**src/hdl/pafm_params.svh**
```systemverilog
`ifndef PAFM_PARAMS_SVH
`define PAFM_PARAMS_SVH
// Line count and register layout
`define PAFM_LINES 28
`define PAFM_OFS_OUT_DATA 8'h00
`define PAFM_OFS_CFG_LOW 8'h04
`define PAFM_OFS_CFG_MID 8'h08
`define PAFM_OFS_CFG_HIGH 8'h0c
`define PAFM_OFS_PULLUP_EN 8'h10
`define PAFM_OFS_PIN_IN 8'h14
`define PAFM_OFS_AF_SEL 8'h18
// Reset values: every line bidirectional open drain, P3.7 alternate push-pull
`define PAFM_OUT_DATA_RST 28'hfff_ffff
`define PAFM_CFG_LOW_RST 28'h002_0000
`define PAFM_CFG_MID_RST 28'h002_0000
`define PAFM_CFG_HIGH_RST 28'h000_0000
`define PAFM_AF_SEL_RST 4'h0
`define PAFM_PULLUP_MASK 28'h002_0000
`define PAFM_RST_OE_MASK 28'h002_0000
// Configuration codes {high, mid, low}
`define PAFM_CFG_BID_OD 3'h0
`define PAFM_CFG_OUT_PP 3'h1
`define PAFM_CFG_BID_OD_CMOS 3'h2
`define PAFM_CFG_AF_PP 3'h3
`define PAFM_CFG_IN_CMOS 3'h4
`define PAFM_CFG_IN_TTL 3'h5
`define PAFM_CFG_AF_OD 3'h6
`define PAFM_CFG_ANALOG 3'h7
// Flat line index of each documented pin
`define PAFM_IX_P0_2 2
`define PAFM_IX_P2_0 8
`define PAFM_IX_P2_1 9
`define PAFM_IX_P2_2 10
`define PAFM_IX_P2_3 11
`define PAFM_IX_P2_4 12
`define PAFM_IX_P2_5 13
`define PAFM_IX_P3_7 17
`define PAFM_IX_P4_0 18
`define PAFM_IX_P4_3 21
`define PAFM_IX_P4_7 25
`define PAFM_IX_P5_0 26
`define PAFM_IX_P5_1 27
// Fields of the alternate-select register
`define PAFM_SEL_P37 0
`define PAFM_SEL_P43_LO 1
`define PAFM_SEL_P43_HI 2
`define PAFM_SEL_P47 3
`endif

```
**src/hdl/pafm_pkg.sv**
```systemverilog
package pafm_pkg;
  // One line's three configuration bits
  typedef logic [2:0] pafm_cfg_t;
  // Which alternate output owns P4.3
  typedef enum logic [1:0] {P43_PWM, P43_TRANSLUCENCY, P43_HALFTONE} pafm_p43_sel_t;
endpackage

```
**src/hdl/pafm_pin_cell.sv**
```systemverilog
`timescale 1ns/1ps
`include "pafm_params.svh"
module pafm_pin_cell import pafm_pkg::*; #(
  parameter bit PULLUP_OK = 1'b0, // Line has a real weak pull-up
  parameter bit SCHMITT = 1'b0, // Line has a fixed Schmitt input
  parameter bit RST_OE = 1'b0 // Drive enable held during reset
) (
  input wire logic clk_i,
  input wire logic rst_i,
  input wire pafm_cfg_t cfg_i, // Configuration code of this line
  input wire logic gpio_i, // Software output data
  input wire logic af_out_i, // Peripheral output value
  input wire logic af_oe_i, // Peripheral wants to drive
  input wire logic pullup_en_i, // Software pull-up enable
  input wire logic pad_i, // Asynchronous pad level
  output logic pad_o,
  output logic pad_oe_o,
  output logic pullup_o,
  output logic cmos_o,
  output logic analog_o,
  output logic din_o // Filtered digital input, low on analog lines
);
  logic s1_r, s2_r, s3_r; // Input synchroniser chain
  logic out_nxt, oe_nxt, cmos_nxt;

  // Drive and threshold decode per code; registered below so a config change
  // reaches the pad one cycle later with no decode glitch
  always_comb begin
    out_nxt = 1'b0;
    oe_nxt = 1'b0;
    cmos_nxt = 1'b0;
    unique case (cfg_i)
      `PAFM_CFG_BID_OD: oe_nxt = ~gpio_i;
      `PAFM_CFG_BID_OD_CMOS: begin
        oe_nxt = ~gpio_i;
        cmos_nxt = 1'b1;
      end
      `PAFM_CFG_OUT_PP: begin
        out_nxt = gpio_i;
        oe_nxt = 1'b1;
      end
      `PAFM_CFG_AF_PP: begin
        out_nxt = af_out_i;
        oe_nxt = af_oe_i;
      end
      `PAFM_CFG_AF_OD: oe_nxt = af_oe_i & ~af_out_i;
      `PAFM_CFG_IN_CMOS: cmos_nxt = 1'b1;
      `PAFM_CFG_IN_TTL: cmos_nxt = 1'b0;
      `PAFM_CFG_ANALOG: cmos_nxt = 1'b0;
    endcase
  end

  // Pad drive registers
  always_ff @(posedge clk_i) begin
    if (rst_i) begin
      pad_o <= 1'b0;
      pad_oe_o <= RST_OE;
      cmos_o <= 1'b0;
      analog_o <= 1'b0;
      pullup_o <= 1'b0;
    end else begin
      pad_o <= out_nxt;
      pad_oe_o <= oe_nxt;
      cmos_o <= cmos_nxt & ~SCHMITT;
      analog_o <= (cfg_i == `PAFM_CFG_ANALOG);
      pullup_o <= pullup_en_i & PULLUP_OK;
    end
  end

  // Three-flop input; a change counts once flops two and three agree
  always_ff @(posedge clk_i) begin
    if (rst_i) begin
      s1_r <= 1'b0;
      s2_r <= 1'b0;
      s3_r <= 1'b0;
      din_o <= 1'b0;
    end else begin
      s1_r <= pad_i;
      s2_r <= s1_r;
      s3_r <= s2_r;
      if (cfg_i == `PAFM_CFG_ANALOG) begin
        din_o <= 1'b0;
      end else if (s2_r == s3_r) begin
        din_o <= s3_r;
      end
    end
  end
endmodule

```
**src/hdl/pafm_top.sv**
```systemverilog
`timescale 1ns/1ps
`include "pafm_params.svh"
module pafm_top import pafm_pkg::*; (
  input wire logic CORE_CLK_I,
  input wire logic SYS_RST_I,
  // AHB-Lite slave
  input wire logic HSEL_I,
  input wire logic [31:0] HADDR_I,
  input wire logic [1:0] HTRANS_I,
  input wire logic HWRITE_I,
  input wire logic [2:0] HSIZE_I,
  input wire logic [31:0] HWDATA_I,
  input wire logic HREADY_I,
  output logic [31:0] HRDATA_O,
  output logic HREADYOUT_O,
  output logic HRESP_O,
  // Pads, flat index: P0[7:0], P2[5:0], P3[7:4], P4[7:0], P5[1:0]
  input wire logic [27:0] PAD_IN_I,
  output logic [27:0] PAD_OUT_O,
  output logic [27:0] PAD_OE_O,
  output logic [27:0] PAD_PULLUP_O,
  output logic [27:0] PAD_CMOS_O,
  output logic [27:0] PAD_ANALOG_O,
  // Peripheral outputs toward pins
  input wire logic [7:0] PULSE_WIDTH_OUT_I,
  input wire logic TUNING_VOLTAGE_OUT_1_I,
  input wire logic TUNING_VOLTAGE_OUT_2_I,
  input wire logic TRANSLUCENCY_OUT_I,
  input wire logic HALFTONE_OUT_I,
  input wire logic TIMER_OUT_I,
  input wire logic INTERNAL_RESET_OUT_I,
  input wire logic COMPOSITE_SYNC_OUT_I,
  input wire logic SPI_CLK_I,
  input wire logic SPI_DOUT_I,
  input wire logic SPI_DOUT_EN_I,
  // Peripheral enables for implicit inputs
  input wire logic [7:0] EXT_IRQ_EN_I,
  input wire logic NMI_EN_I,
  input wire logic TRIGGER_EN_I,
  input wire logic SPI_EN_I,
  // Inputs toward peripherals
  output logic [7:0] EXT_IRQ_O,
  output logic NMI_O,
  output logic CONVERTER_TRIGGER_IN_O,
  output logic SPI_DIN_O,
  output logic [3:0] ANALOG_IN_SEL_O
);
  // Software registers
  logic [27:0] out_data_r; // Output data per line
  logic [27:0] cfg_low_r; // Low configuration bit per line
  logic [27:0] cfg_mid_r; // Middle configuration bit per line
  logic [27:0] cfg_high_r; // High configuration bit per line
  logic [27:0] pullup_en_r; // Pull-up request per line
  logic [3:0] af_sel_r; // Owner choice on shared output pins
  // Bus address phase capture
  logic wr_pend_r; // Write data phase pending
  logic [7:0] wr_addr_r; // Byte offset of pending write
  logic [31:0] rdata_nxt;
  logic take_req;
  // Per-line alternate output nets
  logic [27:0] af_out; // Selected alternate output value
  logic [27:0] af_oe; // Selected alternate drive request
  logic [27:0] din; // Filtered digital input per line
  pafm_p43_sel_t p43_sel;

  // Zero-wait slave: never stretches, always answers OKAY
  assign HREADYOUT_O = 1'b1;
  assign HRESP_O = 1'b0;
  // Only word transfers are expected; HSIZE is taken but not checked
  assign take_req = HSEL_I & HTRANS_I[1] & HREADY_I;

  // Address phase: latch write target, prepare read data
  always_ff @(posedge CORE_CLK_I) begin
    if (SYS_RST_I) begin
      wr_pend_r <= 1'b0;
      wr_addr_r <= 8'h00;
    end else begin
      wr_pend_r <= take_req & HWRITE_I;
      wr_addr_r <= HADDR_I[7:0];
    end
  end

  // Read mux; unmapped offsets and upper bits read as zero
  always_comb begin
    rdata_nxt = 32'h0000_0000;
    unique case (HADDR_I[7:0])
      `PAFM_OFS_OUT_DATA: rdata_nxt = {4'h0, out_data_r};
      `PAFM_OFS_CFG_LOW: rdata_nxt = {4'h0, cfg_low_r};
      `PAFM_OFS_CFG_MID: rdata_nxt = {4'h0, cfg_mid_r};
      `PAFM_OFS_CFG_HIGH: rdata_nxt = {4'h0, cfg_high_r};
      `PAFM_OFS_PULLUP_EN: rdata_nxt = {4'h0, pullup_en_r & `PAFM_PULLUP_MASK};
      `PAFM_OFS_PIN_IN: rdata_nxt = {4'h0, din};
      `PAFM_OFS_AF_SEL: rdata_nxt = {28'h000_0000, af_sel_r};
      default: rdata_nxt = 32'h0000_0000;
    endcase
  end

  // Read data is sampled in the address phase, so it is a flop output;
  // a read right behind a write to the same word sees the old value
  always_ff @(posedge CORE_CLK_I) begin
    if (SYS_RST_I) begin
      HRDATA_O <= 32'h0000_0000;
    end else if (take_req & ~HWRITE_I) begin
      HRDATA_O <= rdata_nxt;
    end
  end

  // Data phase write into the line registers
  always_ff @(posedge CORE_CLK_I) begin
    if (SYS_RST_I) begin
      out_data_r <= `PAFM_OUT_DATA_RST;
      cfg_low_r <= `PAFM_CFG_LOW_RST;
      cfg_mid_r <= `PAFM_CFG_MID_RST;
      cfg_high_r <= `PAFM_CFG_HIGH_RST;
      pullup_en_r <= 28'h000_0000;
      af_sel_r <= `PAFM_AF_SEL_RST;
    end else if (wr_pend_r) begin
      unique case (wr_addr_r)
        `PAFM_OFS_OUT_DATA: out_data_r <= HWDATA_I[27:0];
        `PAFM_OFS_CFG_LOW: cfg_low_r <= HWDATA_I[27:0];
        `PAFM_OFS_CFG_MID: cfg_mid_r <= HWDATA_I[27:0];
        `PAFM_OFS_CFG_HIGH: cfg_high_r <= HWDATA_I[27:0];
        `PAFM_OFS_PULLUP_EN: pullup_en_r <= HWDATA_I[27:0];
        `PAFM_OFS_AF_SEL: af_sel_r <= HWDATA_I[3:0];
        default: ; // Unmapped or read-only: write ignored
      endcase
    end
  end

  // Shared-pin owner decode; an illegal code falls back to PWM
  always_comb begin
    unique case (af_sel_r[`PAFM_SEL_P43_HI:`PAFM_SEL_P43_LO])
      2'h1: p43_sel = P43_TRANSLUCENCY;
      2'h2: p43_sel = P43_HALFTONE;
      default: p43_sel = P43_PWM;
    endcase
  end

  // Alternate output routing; each pin takes exactly one source
  always_comb begin
    af_out = out_data_r; // Lines with no alternate output echo their data
    af_oe = 28'hfff_ffff;
    for (int i = 0; i < 8; i++) begin
      af_out[`PAFM_IX_P4_0 + i] = PULSE_WIDTH_OUT_I[i];
    end
    unique case (p43_sel)
      P43_TRANSLUCENCY: af_out[`PAFM_IX_P4_3] = TRANSLUCENCY_OUT_I;
      P43_HALFTONE: af_out[`PAFM_IX_P4_3] = HALFTONE_OUT_I;
      P43_PWM: af_out[`PAFM_IX_P4_3] = PULSE_WIDTH_OUT_I[3];
    endcase
    if (af_sel_r[`PAFM_SEL_P47]) begin
      af_out[`PAFM_IX_P4_7] = TIMER_OUT_I;
    end
    if (af_sel_r[`PAFM_SEL_P37]) begin
      af_out[`PAFM_IX_P3_7] = COMPOSITE_SYNC_OUT_I;
    end else begin
      af_out[`PAFM_IX_P3_7] = INTERNAL_RESET_OUT_I;
    end
    af_out[`PAFM_IX_P2_3] = TUNING_VOLTAGE_OUT_1_I;
    af_out[`PAFM_IX_P2_5] = TUNING_VOLTAGE_OUT_2_I;
    af_out[`PAFM_IX_P5_0] = SPI_CLK_I;
    af_out[`PAFM_IX_P5_1] = SPI_DOUT_I;
    // Shared data line releases the pad while receiving
    af_oe[`PAFM_IX_P5_1] = SPI_DOUT_EN_I;
  end

  // One cell per line, with per-line pad style
  for (genvar g = 0; g < `PAFM_LINES; g++) begin : g_line
    pafm_pin_cell #(
      // Pick this line's bit from each mask as a one-bit flag
      .PULLUP_OK(((`PAFM_PULLUP_MASK >> g) & 28'h000_0001) != 28'h000_0000),
      .SCHMITT(g == `PAFM_IX_P2_0 || g == `PAFM_IX_P2_1),
      .RST_OE(((`PAFM_RST_OE_MASK >> g) & 28'h000_0001) != 28'h000_0000)
    ) u_cell (
      .clk_i(CORE_CLK_I),
      .rst_i(SYS_RST_I),
      .cfg_i({cfg_high_r[g], cfg_mid_r[g], cfg_low_r[g]}),
      .gpio_i(out_data_r[g]),
      .af_out_i(af_out[g]),
      .af_oe_i(af_oe[g]),
      .pullup_en_i(pullup_en_r[g]),
      .pad_i(PAD_IN_I[g]),
      .pad_o(PAD_OUT_O[g]),
      .pad_oe_o(PAD_OE_O[g]),
      .pullup_o(PAD_PULLUP_O[g]),
      .cmos_o(PAD_CMOS_O[g]),
      .analog_o(PAD_ANALOG_O[g]),
      .din_o(din[g])
    );
  end

  // Implicit digital inputs: registered, so routed from the cycle after the peripheral is enabled (SPI data only while not
  // transmitting); any line code passes them except analog, which blocks them
  always_ff @(posedge CORE_CLK_I) begin
    if (SYS_RST_I) begin
      EXT_IRQ_O <= 8'h00;
      NMI_O <= 1'b0;
      CONVERTER_TRIGGER_IN_O <= 1'b0;
      SPI_DIN_O <= 1'b0;
    end else begin
      EXT_IRQ_O[7] <= EXT_IRQ_EN_I[7] & din[`PAFM_IX_P2_0];
      EXT_IRQ_O[5] <= EXT_IRQ_EN_I[5] & din[`PAFM_IX_P2_1];
      EXT_IRQ_O[0] <= EXT_IRQ_EN_I[0] & din[`PAFM_IX_P2_2];
      EXT_IRQ_O[6] <= EXT_IRQ_EN_I[6] & din[`PAFM_IX_P2_3];
      EXT_IRQ_O[4] <= EXT_IRQ_EN_I[4] & din[`PAFM_IX_P2_5];
      EXT_IRQ_O[2] <= EXT_IRQ_EN_I[2] & din[`PAFM_IX_P5_0];
      EXT_IRQ_O[1] <= 1'b0; // No pin carries these two
      EXT_IRQ_O[3] <= 1'b0;
      NMI_O <= NMI_EN_I & din[`PAFM_IX_P2_4];
      CONVERTER_TRIGGER_IN_O <= TRIGGER_EN_I & din[`PAFM_IX_P4_7];
      SPI_DIN_O <= SPI_EN_I & ~SPI_DOUT_EN_I & din[`PAFM_IX_P5_1];
    end
  end

  // Converter channel switches follow the explicit analog code only
  assign ANALOG_IN_SEL_O[0] = PAD_ANALOG_O[`PAFM_IX_P2_1];
  assign ANALOG_IN_SEL_O[1] = PAD_ANALOG_O[`PAFM_IX_P2_2];
  assign ANALOG_IN_SEL_O[2] = PAD_ANALOG_O[`PAFM_IX_P2_5];
  assign ANALOG_IN_SEL_O[3] = PAD_ANALOG_O[`PAFM_IX_P0_2];

  // Checks
  a_reset_defaults: assert property (@(posedge CORE_CLK_I)
    SYS_RST_I |=> PAD_OE_O == `PAFM_RST_OE_MASK && PAD_CMOS_O == 28'h000_0000
      && PAD_PULLUP_O == 28'h000_0000)
    else $error("pad state wrong right after reset");
  a_reset_codes: assert property (@(posedge CORE_CLK_I)
    SYS_RST_I |=> ##1 (cfg_low_r == `PAFM_CFG_LOW_RST && cfg_mid_r == `PAFM_CFG_MID_RST
      && cfg_high_r == 28'h000_0000) || $past(wr_pend_r))
    else $error("configuration not at reset code");
  a_pullup_only: assert property (@(posedge CORE_CLK_I) disable iff (SYS_RST_I)
    (PAD_PULLUP_O & ~`PAFM_PULLUP_MASK) == 28'h000_0000
      && (PAD_PULLUP_O[`PAFM_IX_P3_7] == $past(pullup_en_r[`PAFM_IX_P3_7])))
    else $error("pull-up on a line without one");
  a_schmitt_fixed: assert property (@(posedge CORE_CLK_I)
    PAD_CMOS_O[`PAFM_IX_P2_1:`PAFM_IX_P2_0] == 2'b00)
    else $error("threshold selected on Schmitt line");
  a_pwm_drive: assert property (@(posedge CORE_CLK_I) disable iff (SYS_RST_I)
    {cfg_high_r[`PAFM_IX_P4_0], cfg_mid_r[`PAFM_IX_P4_0], cfg_low_r[`PAFM_IX_P4_0]}
      == `PAFM_CFG_AF_PP |=> PAD_OE_O[`PAFM_IX_P4_0]
      && PAD_OUT_O[`PAFM_IX_P4_0] == $past(PULSE_WIDTH_OUT_I[0]))
    else $error("PWM channel 0 not on its pin");
  a_analog_gate: assert property (@(posedge CORE_CLK_I) disable iff (SYS_RST_I)
    ##1 ANALOG_IN_SEL_O[0] == ($past({cfg_high_r[`PAFM_IX_P2_1],
      cfg_mid_r[`PAFM_IX_P2_1], cfg_low_r[`PAFM_IX_P2_1]}) == `PAFM_CFG_ANALOG))
    else $error("converter switch disagrees with code");
  a_irq_enable: assert property (@(posedge CORE_CLK_I) disable iff (SYS_RST_I)
    !EXT_IRQ_EN_I[7] |=> !EXT_IRQ_O[7])
    else $error("interrupt passed while disabled");
  a_trig_input: assert property (@(posedge CORE_CLK_I) disable iff (SYS_RST_I)
    {cfg_high_r[`PAFM_IX_P4_7], cfg_mid_r[`PAFM_IX_P4_7], cfg_low_r[`PAFM_IX_P4_7]}
      == `PAFM_CFG_IN_TTL |=> !PAD_OE_O[`PAFM_IX_P4_7] && !PAD_CMOS_O[`PAFM_IX_P4_7])
    else $error("trigger line not a TTL input");
  a_sync_select: assert property (@(posedge CORE_CLK_I) disable iff (SYS_RST_I)
    {cfg_high_r[`PAFM_IX_P3_7], cfg_mid_r[`PAFM_IX_P3_7], cfg_low_r[`PAFM_IX_P3_7]}
      == `PAFM_CFG_AF_PP && af_sel_r[`PAFM_SEL_P37]
      |=> PAD_OUT_O[`PAFM_IX_P3_7] == $past(COMPOSITE_SYNC_OUT_I))
    else $error("sync output not on P3.7");
  a_spi_release: assert property (@(posedge CORE_CLK_I) disable iff (SYS_RST_I)
    !SPI_DOUT_EN_I |=> !PAD_OE_O[`PAFM_IX_P5_1] || !$past(cfg_high_r[`PAFM_IX_P5_1]))
    else $error("data line driven while receiving");
endmodule

```
**config.mk**
```make
export PLATFORM = sky130hd
export DESIGN_NAME = pafm_top
export DESIGN_NICKNAME = d
export VERILOG_FILES = /design/src/hdl/pafm_pkg.sv /design/src/hdl/pafm_pin_cell.sv /design/src/hdl/pafm_top.sv
export VERILOG_INCLUDE_DIRS = /design/src /design/src/hdl
export SDC_FILE = /design/constraint.sdc
export NUM_CORES = 1
export LEC_CHECK = 0
export BUFFER_PORTS_ARGS = -buffer_cell sky130_fd_sc_hd__buf_2
export CELL_PAD_IN_SITES_DETAIL_PLACEMENT = 1
export CELL_PAD_IN_SITES_GLOBAL_PLACEMENT = 1
export CORE_ASPECT_RATIO = 1.75
export CORE_UTILIZATION = 37
export CTS_CLUSTER_SIZE = 10
export DETAILED_ROUTE_END_ITERATION = 16
export GPL_TIMING_DRIVEN = 0
export PLACE_DENSITY_LB_ADDON = 0.3
export SETUP_SLACK_MARGIN = 0.15
export SLEW_MARGIN = 10
export SYNTH_ARGS = -nofsm -noshare
export SYNTH_HDL_FRONTEND = slang
export SYNTH_SLANG_ARGS = --single-unit
```
**constraint.sdc**
```tcl
create_clock -name CORE_CLK_I -period 1.5 [get_ports CORE_CLK_I]
set_input_delay 0 -clock CORE_CLK_I [delete_from_list [all_inputs] [get_ports CORE_CLK_I]]
set_output_delay 0 -clock CORE_CLK_I [all_outputs]
set_load 0.01 [all_outputs]
```
==> run_summary.xml, run 1 <==
<?xml version="1.0" encoding="UTF-8"?>
<metrics>
  <group name="run_status">
    <metric name="run_status" unit="">finished, violations left</metric>
    <metric name="failed_checks" unit="">setup timing</metric>
  </group>
  <group name="synthesis">
    <metric name="synth.ff_latch_count" unit="">386</metric>
    <metric name="synth_enable_flop_cells" unit="">0</metric>
    <metric name="synthTopCellsByCount" unit="">386 x sky130_fd_sc_hd__dfxtp_1, 294 x sky130_fd_sc_hd__nand2_1, 152 x sky130_fd_sc_hd__buf_4, 131 x sky130_fd_sc_hd__a21oi_1, 94 x sky130_fd_sc_hd__nor2b_1</metric>
    <metric name="average_size_of_a_mapped_cell" unit="um2">9.20</metric>
    <metric name="fraction_of_registers_with_async_set_or_reset_after_synthesis" unit="">0</metric>
    <metric name="ys_seq_area_frac" unit="">0.512</metric>
    <metric name="netlist.top_cell.by_area" unit="">sky130_fd_sc_hd__dfxtp_1</metric>
    <metric name="synth_largest_type_area_fraction" unit="">0.512</metric>
    <metric name="synth_area_leaders" unit="">sky130_fd_sc_hd__dfxtp_1 51%, sky130_fd_sc_hd__buf_4 7.6%, sky130_fd_sc_hd__nand2_1 7.3%</metric>
    <metric name="post-synth-top-count-cell" unit="">sky130_fd_sc_hd__dfxtp_1</metric>
    <metric name="synth_flop_type" unit="">sky130_fd_sc_hd__dfxtp_1</metric>
    <metric name="yosysWarningCount" unit="">0</metric>
    <metric name="synth.cell_area" unit="mm2">0.0151</metric>
    <metric name="synthDistinctLibCells" unit="">55</metric>
    <metric name="syn_inst" unit="">1642</metric>
  </group>
  <group name="clocking">
    <metric name="ctsLongestPathBuffers" unit="">3</metric>
    <metric name="cts.htree.levels" unit="">2</metric>
    <metric name="cts_tree" unit="">yes</metric>
    <metric name="cts_root_buf" unit="">sky130_fd_sc_hd__clkbuf_16</metric>
    <metric name="cts_inserted_buffers" unit="">44</metric>
    <metric name="clock_sink_count" unit="">386</metric>
    <metric name="insertion_delay" unit="ns">0.57</metric>
    <metric name="clk_pin_slew" unit="ns">0.06</metric>
  </group>
  <group name="timing">
    <metric name="rsz0062_at_grt" unit="">yes</metric>
    <metric name="hold_viol_final" unit="">0</metric>
    <metric name="hold_slack" unit="ns">0.000430</metric>
    <metric name="final.min_clock_period" unit="ns">1.79</metric>
    <metric name="timing.setup.tns" unit="ns">-23.12</metric>
    <metric name="maxClockFrequency" unit="MHz">558</metric>
    <metric name="drv_slew" unit="">0</metric>
    <metric name="max_slew.worst_pin.slew" unit="ns">1.24</metric>
    <metric name="final_min_period_over_clock_period" unit="">1.19</metric>
    <metric name="worst_slack" unit="ns">-0.291</metric>
    <metric name="setup_viol" unit="">117</metric>
    <metric name="fin_worst_skew" unit="ns">0.0191</metric>
    <metric name="maxSlewHeadroom" unit="">0.172</metric>
  </group>
  <group name="worst_setup_path">
    <metric name="cp_slowest_stage_delay" unit="ns">0.34</metric>
    <metric name="setup.worst_path.end_class" unit="">register</metric>
    <metric name="critical_path.n_buffers_inverters" unit="">3</metric>
    <metric name="timing.rr.end" unit="">af_sel_r[3]</metric>
    <metric name="crit_arrival" unit="ns">2.22</metric>
    <metric name="timing.reg2reg.worst_path_depth" unit="">7</metric>
    <metric name="setup.worst_path.class" unit="">reg -&gt; reg</metric>
    <metric name="critical-path-top-cell-by-count" unit="">sky130_fd_sc_hd__buf_6</metric>
    <metric name="worst-path-max-fanout" unit="">4</metric>
    <metric name="timing.rr.start" unit="">wr_addr_r[5]</metric>
    <metric name="worst_ep_required_time" unit="ns">1.93</metric>
    <metric name="critical_path.slowest_cell" unit="">sky130_fd_sc_hd__dfxtp_2</metric>
    <metric name="crit_path_launch_type" unit="">register</metric>
    <metric name="rrSetupSlack" unit="ns">-0.29</metric>
    <metric name="timing.critical_path.cells" unit="">nor4b_4, buf_4, buf_6, nand4_1, buf_6, mux2i_2, nor2_1</metric>
    <metric name="path_delay_family" unit="">simple AND/OR/NAND/NOR gates</metric>
    <metric name="timing.critical_path.depth" unit="">7</metric>
    <metric name="critical_path.endpoint" unit="">af_sel_r[3]</metric>
    <metric name="critical_path.startpoint" unit="">wr_addr_r[5]</metric>
  </group>
  <group name="global_routing">
    <metric name="grt-ovfl-total" unit="">0</metric>
    <metric name="grt_pass1_wl" unit="um">86800</metric>
    <metric name="track_usage" unit="">0.278</metric>
    <metric name="number_of_global_route_vias_before_repair" unit="">14700</metric>
    <metric name="initial_antenna_violation_count" unit="">2</metric>
    <metric name="grt_start_max_net_pins" unit="">11</metric>
  </group>
  <group name="finish">
    <metric name="syn_to_layout_area_delta" unit="%">41.0</metric>
    <metric name="post-route-util" unit="">0.530</metric>
    <metric name="final_layout_size_suffix_gt1_frac" unit="">0.379</metric>
    <metric name="non_filler_instance_count_after_layout" unit="">2657</metric>
    <metric name="finish.net_count" unit="">2243</metric>
  </group>
  <group name="floorplan">
    <metric name="die_y" unit="um">269</metric>
    <metric name="die-area" unit="mm2">0.0417</metric>
    <metric name="num_io_pins" unit="">320</metric>
    <metric name="placementRows" unit="">97</metric>
    <metric name="width_of_the_die" unit="um">155</metric>
    <metric name="fp.coreArea" unit="mm2">0.0402</metric>
    <metric name="initial_core_util" unit="">0.376</metric>
  </group>
  <group name="routing">
    <metric name="wl_met3" unit="um">2910</metric>
    <metric name="drt-total-wl" unit="um">59700</metric>
    <metric name="ant_nets" unit="">0</metric>
    <metric name="wl_met1" unit="um">21900</metric>
    <metric name="wl_per_cell" unit="um">22.5</metric>
    <metric name="detail_route.first_pass.iterations" unit="">5</metric>
    <metric name="drt-vias-per-instance" unit="">5.20</metric>
    <metric name="route.detailed.drc" unit="">0</metric>
    <metric name="via_count" unit="">13800</metric>
    <metric name="dr.max_layer_used" unit="">met4</metric>
    <metric name="drt-initial-drc-count" unit="">811</metric>
    <metric name="dr_wl_met2" unit="um">31100</metric>
  </group>
  <group name="pwr">
    <metric name="power.total" unit="W">0.0211</metric>
    <metric name="powerDensity" unit="mW/mm2">993</metric>
    <metric name="netSwitchingFraction" unit="">0.234</metric>
    <metric name="switchingPower" unit="W">0.00495</metric>
    <metric name="power.combinational.fraction" unit="">0.065</metric>
    <metric name="pwr-share-seq" unit="">0.494</metric>
    <metric name="clkPwrFrac" unit="">0.442</metric>
    <metric name="worst_ir_drop_vdd" unit="mV">0.570</metric>
    <metric name="p_int" unit="W">0.0162</metric>
    <metric name="p_leak" unit="nW">8.83</metric>
  </group>
  <group name="hold_path">
    <metric name="hold_start" unit="">PULSE_WIDTH_OUT_I[3]</metric>
    <metric name="min-delay-path-class" unit="">in -&gt; reg</metric>
    <metric name="min_delay_path_depth" unit="">5</metric>
  </group>
  <group name="run">
    <metric name="max_cap_violations" unit="">0</metric>
  </group>
  <group name="placed_design">
    <metric name="io_buffer_count" unit="">248</metric>
    <metric name="routabilityCongestion" unit="">0.870</metric>
    <metric name="numPlacedInstances" unit="">2471</metric>
    <metric name="dp_hpwl" unit="um">39000</metric>
  </group>
</metrics>
[through the flow]
stage / setup WS [ns] / area (um2)
floorplan: -0.0558 / 15300
global placement: -1.38 / 17200
detailed placement: -1.42 / 17300
CTS: -0.156 / 20500
global route: -0.298 / 21300
finish: -0.291 / 21300
[cells in the final DEF, fill, tap and decap left out, types with 12 or more instances in the layout]
cell type	Yosys	routed
sky130_fd_sc_hd__mux2i_1	31	27
sky130_fd_sc_hd__dlygate4sd3_1	0	91
sky130_fd_sc_hd__nor3_1	54	50
sky130_fd_sc_hd__nand3b_1	38	38
sky130_fd_sc_hd__a221oi_1	18	18
sky130_fd_sc_hd__xnor2_1	26	26
sky130_fd_sc_hd__buf_6	1	26
sky130_fd_sc_hd__mux4_2	17	17
sky130_fd_sc_hd__nor4_1	27	26
sky130_fd_sc_hd__clkbuf_2	1	21
sky130_fd_sc_hd__nor2b_1	94	94
sky130_fd_sc_hd__nor2_1	88	88
sky130_fd_sc_hd__conb_1	2	37
sky130_fd_sc_hd__o21ai_1	10	12
sky130_fd_sc_hd__nand2_1	294	174
sky130_fd_sc_hd__clkbuf_16	0	58
sky130_fd_sc_hd__buf_2	18	252
sky130_fd_sc_hd__inv_1	28	27
sky130_fd_sc_hd__nand2_4	0	73
sky130_fd_sc_hd__a22oi_1	15	14
sky130_fd_sc_hd__clkbuf_1	73	43
sky130_fd_sc_hd__a21oi_1	131	62
sky130_fd_sc_hd__buf_4	152	174
sky130_fd_sc_hd__a21oi_2	0	68
sky130_fd_sc_hd__nand2_2	0	47
sky130_fd_sc_hd__nor4b_1	26	23
sky130_fd_sc_hd__dfxtp_1	386	375
[cells by family after synthesis]
kind of cell               synth area share
DFF                                   0.512
muxes                                0.0459
adders and majority gates           0.00232
xor gates and xnor gates             0.0151
buffers and inverters                 0.110
other                              0.000497
AOI/OAI and AO/OA                    0.0875
and+or+nand+nor                       0.227
[timing repair]
item,CTS,global route
buffers inserted,30,5
resized for setup,235,189
setup endpoints to repair,158,135
cloned,6,4
pin swaps,86,70
endpoints found under the hold margin,188,0
hold buffers,92,0
[how the worst min path moves through the flow]
| stage | to | slack (ns) |
|---|---|---|
| CTS | g_line[21].u_cell.pad_oe_o | 0.02 |
| detailed placement | SPI_DIN_O | 0.22 |
| global placement | SPI_DIN_O | 0.21 |
| floorplan | SPI_DIN_O | 0.08 |
| finish | g_line[21].u_cell.pad_oe_o | 0.0004 |
| global route | g_line[21].u_cell.pad_oe_o | 0.05 |
[power groups by stage]
stage	Combinational [W]	Clock [W]	Sequential, W
global route	0.00143	0.00980	0.0104
finish	0.00137	0.00934	0.0104
detailed placement	0.00104	0	0.0107
CTS	0.00128	0.00938	0.0104
floorplan	0.000544	0	0.0106
global placement	0.00101	0	0.0106
[final cells by class]
type                    count  area [um2]
clock inverters             1        5.00
clock buffers              46        1130
flip-flops and latches    386        7750
multi-input cells        1009        6990
plain buffers             254        1890
well taps                 544         681
fillers                  4503       18900
repair buffers            387        2740
inverters                  28         105
diodes                      2        5.00
[routing by layer]
layer / vias up / GRT usage
met5: - / 0
met4: 0 / 0.167
met3: 175 / 0.0400
met2: 513 / 0.511
met1: 6844 / 0.296
li1: 6274 / -
[worst min-delay path, cell delays in order]
cell	delay, ns
sky130_fd_sc_hd__buf_2	0.09
sky130_fd_sc_hd__a22oi_2	0.08
sky130_fd_sc_hd__o21ai_2	0.14
sky130_fd_sc_hd__or3b_4	0.12
sky130_fd_sc_hd__a211oi_2	0.06
(Power assumes the default switching activity.)
==> inputs of run 2 (changes only) <==
Settings changed: GPL_TIMING_DRIVEN 0 to unset, SKIP_CTS_REPAIR_TIMING set to 1.
==> run 2 against run 1 <==
Against the previous run:
- combinational power shrank 22%
- maximum frequency grew 9.6%
- total power shrank 1.8%
- setup slack gained 0.16 ns
- final cell count shrank 8.7%
- first-iteration DRC count shrank 37%
- non-clock buffer count shrank 231
- largest power group unchanged
- sequential power is essentially flat
- clock skew shrank 0.0049 ns
- hold slack lost 0.18 ns
- the flow finishes with violations (hold timing, setup timing)
- global-route usage shrank 6.4 points
- critical path type unchanged
- critical endpoint is now cfg_low_r[9]
==> run_summary.xml, run 2 (synthesis gave the netlist of run 1 again) <==
<?xml version="1.0" encoding="UTF-8"?>
<metrics>
  <group name="run_status">
    <metric name="run_status" unit="">finished, violations left</metric>
    <metric name="failed_checks" unit="">hold timing, setup timing</metric>
  </group>
  <group name="routing">
    <metric name="via_count" unit="">12200</metric>
    <metric name="drt-initial-drc-count" unit="">510</metric>
    <metric name="detail_route.first_pass.iterations" unit="">5</metric>
    <metric name="route.detailed.drc" unit="">0</metric>
    <metric name="drt-total-wl" unit="um">46900</metric>
    <metric name="drt-vias-per-instance" unit="">5.02</metric>
    <metric name="ant_nets" unit="">0</metric>
    <metric name="wl_per_cell" unit="um">19.3</metric>
  </group>
  <group name="finish">
    <metric name="finish.net_count" unit="">2012</metric>
    <metric name="final_layout_size_suffix_gt1_frac" unit="">0.219</metric>
    <metric name="mostFrequentLayoutCell" unit="">sky130_fd_sc_hd__dfxtp_1</metric>
    <metric name="final_design_area_no_fill" unit="mm2">0.0185</metric>
    <metric name="syn_to_layout_area_delta" unit="%">22.8</metric>
    <metric name="most_used_cells_in_the_layout_excluding_fill_and_tap_cells" unit="">382 x sky130_fd_sc_hd__dfxtp_1, 294 x sky130_fd_sc_hd__nand2_1, 247 x sky130_fd_sc_hd__buf_2, 120 x sky130_fd_sc_hd__a21oi_1, 101 x sky130_fd_sc_hd__dlygate4sd3_1</metric>
    <metric name="post-route-util" unit="">0.462</metric>
  </group>
  <group name="floorplan">
    <metric name="die-area" unit="mm2">0.0417</metric>
    <metric name="die_y" unit="um">269</metric>
    <metric name="fp.coreArea" unit="mm2">0.0402</metric>
    <metric name="width_of_the_die" unit="um">155</metric>
    <metric name="initial_core_util" unit="">0.376</metric>
    <metric name="num_io_pins" unit="">320</metric>
    <metric name="placementRows" unit="">97</metric>
  </group>
  <group name="worst_setup_path">
    <metric name="worst-path-max-fanout" unit="">14</metric>
    <metric name="crit_path_launch_type" unit="">register</metric>
    <metric name="timing.rr.end" unit="">cfg_low_r[9]</metric>
    <metric name="worst_ep_required_time" unit="ns">1.95</metric>
    <metric name="path_delay_family" unit="">simple AND/OR/NAND/NOR gates</metric>
    <metric name="timing.rr.start" unit="">wr_addr_r[5]</metric>
    <metric name="setup.worst_path.end_class" unit="">register</metric>
    <metric name="cp_slowest_stage_delay" unit="ns">0.32</metric>
    <metric name="critical_path.n_buffers_inverters" unit="">2</metric>
    <metric name="timing.critical_path.cells" unit="">nor4b_4, buf_6, and3b_2, buf_12, nand2_1, a21oi_1</metric>
    <metric name="timing.reg2reg.worst_path_depth" unit="">6</metric>
    <metric name="rrSetupSlack" unit="ns">-0.13</metric>
    <metric name="critical_path.slowest_cell" unit="">sky130_fd_sc_hd__dfxtp_2</metric>
    <metric name="setup.worst_path.class" unit="">reg -&gt; reg</metric>
    <metric name="crit_arrival" unit="ns">2.09</metric>
  </group>
  <group name="clocking">
    <metric name="clock_sink_count" unit="">386</metric>
    <metric name="insertion_delay" unit="ns">0.54</metric>
    <metric name="ctsLongestPathBuffers" unit="">3</metric>
    <metric name="cts_tree" unit="">yes</metric>
    <metric name="cts.htree.levels" unit="">2</metric>
    <metric name="cts_root_buf" unit="">sky130_fd_sc_hd__clkbuf_16</metric>
    <metric name="cts_inserted_buffers" unit="">44</metric>
    <metric name="clk_pin_slew" unit="ns">0.06</metric>
  </group>
  <group name="placed_design">
    <metric name="place_area" unit="mm2">0.0163</metric>
    <metric name="dp_hpwl" unit="um">31800</metric>
    <metric name="io_buffer_count" unit="">248</metric>
    <metric name="routabilityCongestion" unit="">0.794</metric>
  </group>
  <group name="timing">
    <metric name="maxSlewHeadroom" unit="">0.336</metric>
    <metric name="hold_slack" unit="ns">-0.176</metric>
    <metric name="worst_slack" unit="ns">-0.133</metric>
    <metric name="maxClockFrequency" unit="MHz">612</metric>
    <metric name="hold_viol_final" unit="">9</metric>
    <metric name="drv_slew" unit="">0</metric>
    <metric name="setup_viol" unit="">80</metric>
    <metric name="max_slew.worst_pin.slew" unit="ns">0.991</metric>
    <metric name="final.min_clock_period" unit="ns">1.63</metric>
    <metric name="final_min_period_over_clock_period" unit="">1.09</metric>
    <metric name="fin_worst_skew" unit="ns">0.0141</metric>
    <metric name="rsz0062_at_grt" unit="">yes</metric>
  </group>
  <group name="hold_path">
    <metric name="min-delay-path-class" unit="">in -&gt; reg</metric>
    <metric name="min_delay_path_depth" unit="">2</metric>
    <metric name="holdPathEnd" unit="">g_line[15].u_cell.din_o</metric>
    <metric name="hold_start" unit="">SYS_RST_I</metric>
  </group>
  <group name="pwr">
    <metric name="powerDensity" unit="mW/mm2">1120</metric>
    <metric name="power.combinational.fraction" unit="">0.051</metric>
    <metric name="switchingPower" unit="W">0.00457</metric>
    <metric name="p_leak" unit="nW">7.40</metric>
    <metric name="netSwitchingFraction" unit="">0.220</metric>
    <metric name="pwr-share-seq" unit="">0.502</metric>
    <metric name="worst_ir_drop_vdd" unit="mV">0.739</metric>
    <metric name="clkPwrFrac" unit="">0.446</metric>
    <metric name="p_int" unit="W">0.0162</metric>
  </group>
  <group name="global_routing">
    <metric name="number_of_global_route_vias_before_repair" unit="">12200</metric>
    <metric name="grt-ovfl-total" unit="">0</metric>
    <metric name="grt_start_max_net_pins" unit="">111</metric>
    <metric name="initial_antenna_violation_count" unit="">1</metric>
    <metric name="grt_pass1_wl" unit="um">68900</metric>
    <metric name="track_usage" unit="">0.214</metric>
  </group>
  <group name="run">
    <metric name="max_cap_violations" unit="">0</metric>
  </group>
</metrics>
-- run 2: changes by cell type in the layout (fill, tap and decap cells not counted), moves of 10 or more --
cell                            previous run  this run
sky130_fd_sc_hd__nand2_1                 174       294
sky130_fd_sc_hd__buf_4                   174        44
sky130_fd_sc_hd__a21oi_2                  68        11
sky130_fd_sc_hd__clkbuf_1                 43         2
sky130_fd_sc_hd__nand2_2                  47         0
sky130_fd_sc_hd__a21oi_1                  62       120
sky130_fd_sc_hd__clkbuf_2                 21         0
sky130_fd_sc_hd__nand2_4                  73         0
sky130_fd_sc_hd__clkbuf_16                58        45
sky130_fd_sc_hd__buf_6                    26         5
sky130_fd_sc_hd__dlygate4sd3_1            91       101
-- run 2: layout make-up --
cell class	count	area, um2
multi-input combinational	1009	5980
inverter	28	105
clock buffer	48	1150
tap	544	681
antenna	2	5.00
sequential	386	7730
fill	4598	21600
timing repair buffer	410	2890
-- run 2: how the worst max path moves through the flow --
stage,startpoint,depth (start not counted),to
floorplan,wr_addr_r[5],5,cfg_mid_r[17]
global placement,HADDR_I[7],5,HRDATA_O[27]
detailed placement,HADDR_I[7],5,HRDATA_O[0]
CTS,af_sel_r[1],6,g_line[21].u_cell.pad_oe_o
global route,wr_addr_r[5],6,cfg_low_r[21]
finish,wr_addr_r[5],6,cfg_low_r[9]
-- run 2: layer usage --
layer	global-route usage	vias to the layer above	share of wire
met4	0.0935	0	0.035
met5	0	-	0
met2	0.390	321	0.53
met1	0.246	5982	0.39
li1	-	5793	-
met3	0.0305	83	0.042
-- run 2: power groups by stage --
stage | logic [W] | registers (W) | clock network, W
final | 0.00107 | 0.0104 | 0.00926
after CTS | 0.000846 | 0.0104 | 0.00950
after detailed placement | 0.000842 | 0.0107 | 0
after floorplan | 0.000544 | 0.0106 | 0
after global routing | 0.00115 | 0.0104 | 0.00992
after global placement | 0.000821 | 0.0106 | 0
-- run 2: per-stage QoR --
| stage | std cells | hold slack (ns) | total power (W) | setup WS, ns | TNS, ns |
|---|---|---|---|---|---|
| detailed placement | 2276 | 0.216 | 0.0115 | -0.132 | -3.09 |
| finish | 2427 | -0.176 | 0.0208 | -0.133 | -2.36 |
| global placement | 2276 | 0.211 | 0.0115 | -0.110 | -1.59 |
| floorplan | 1677 | 0.0757 | 0.0112 | -0.0558 | -2.02 |
| global route | 2426 | -0.187 | 0.0215 | -0.188 | -9.27 |
| CTS | 2324 | -0.352 | 0.0208 | -0.135 | -3.21 |
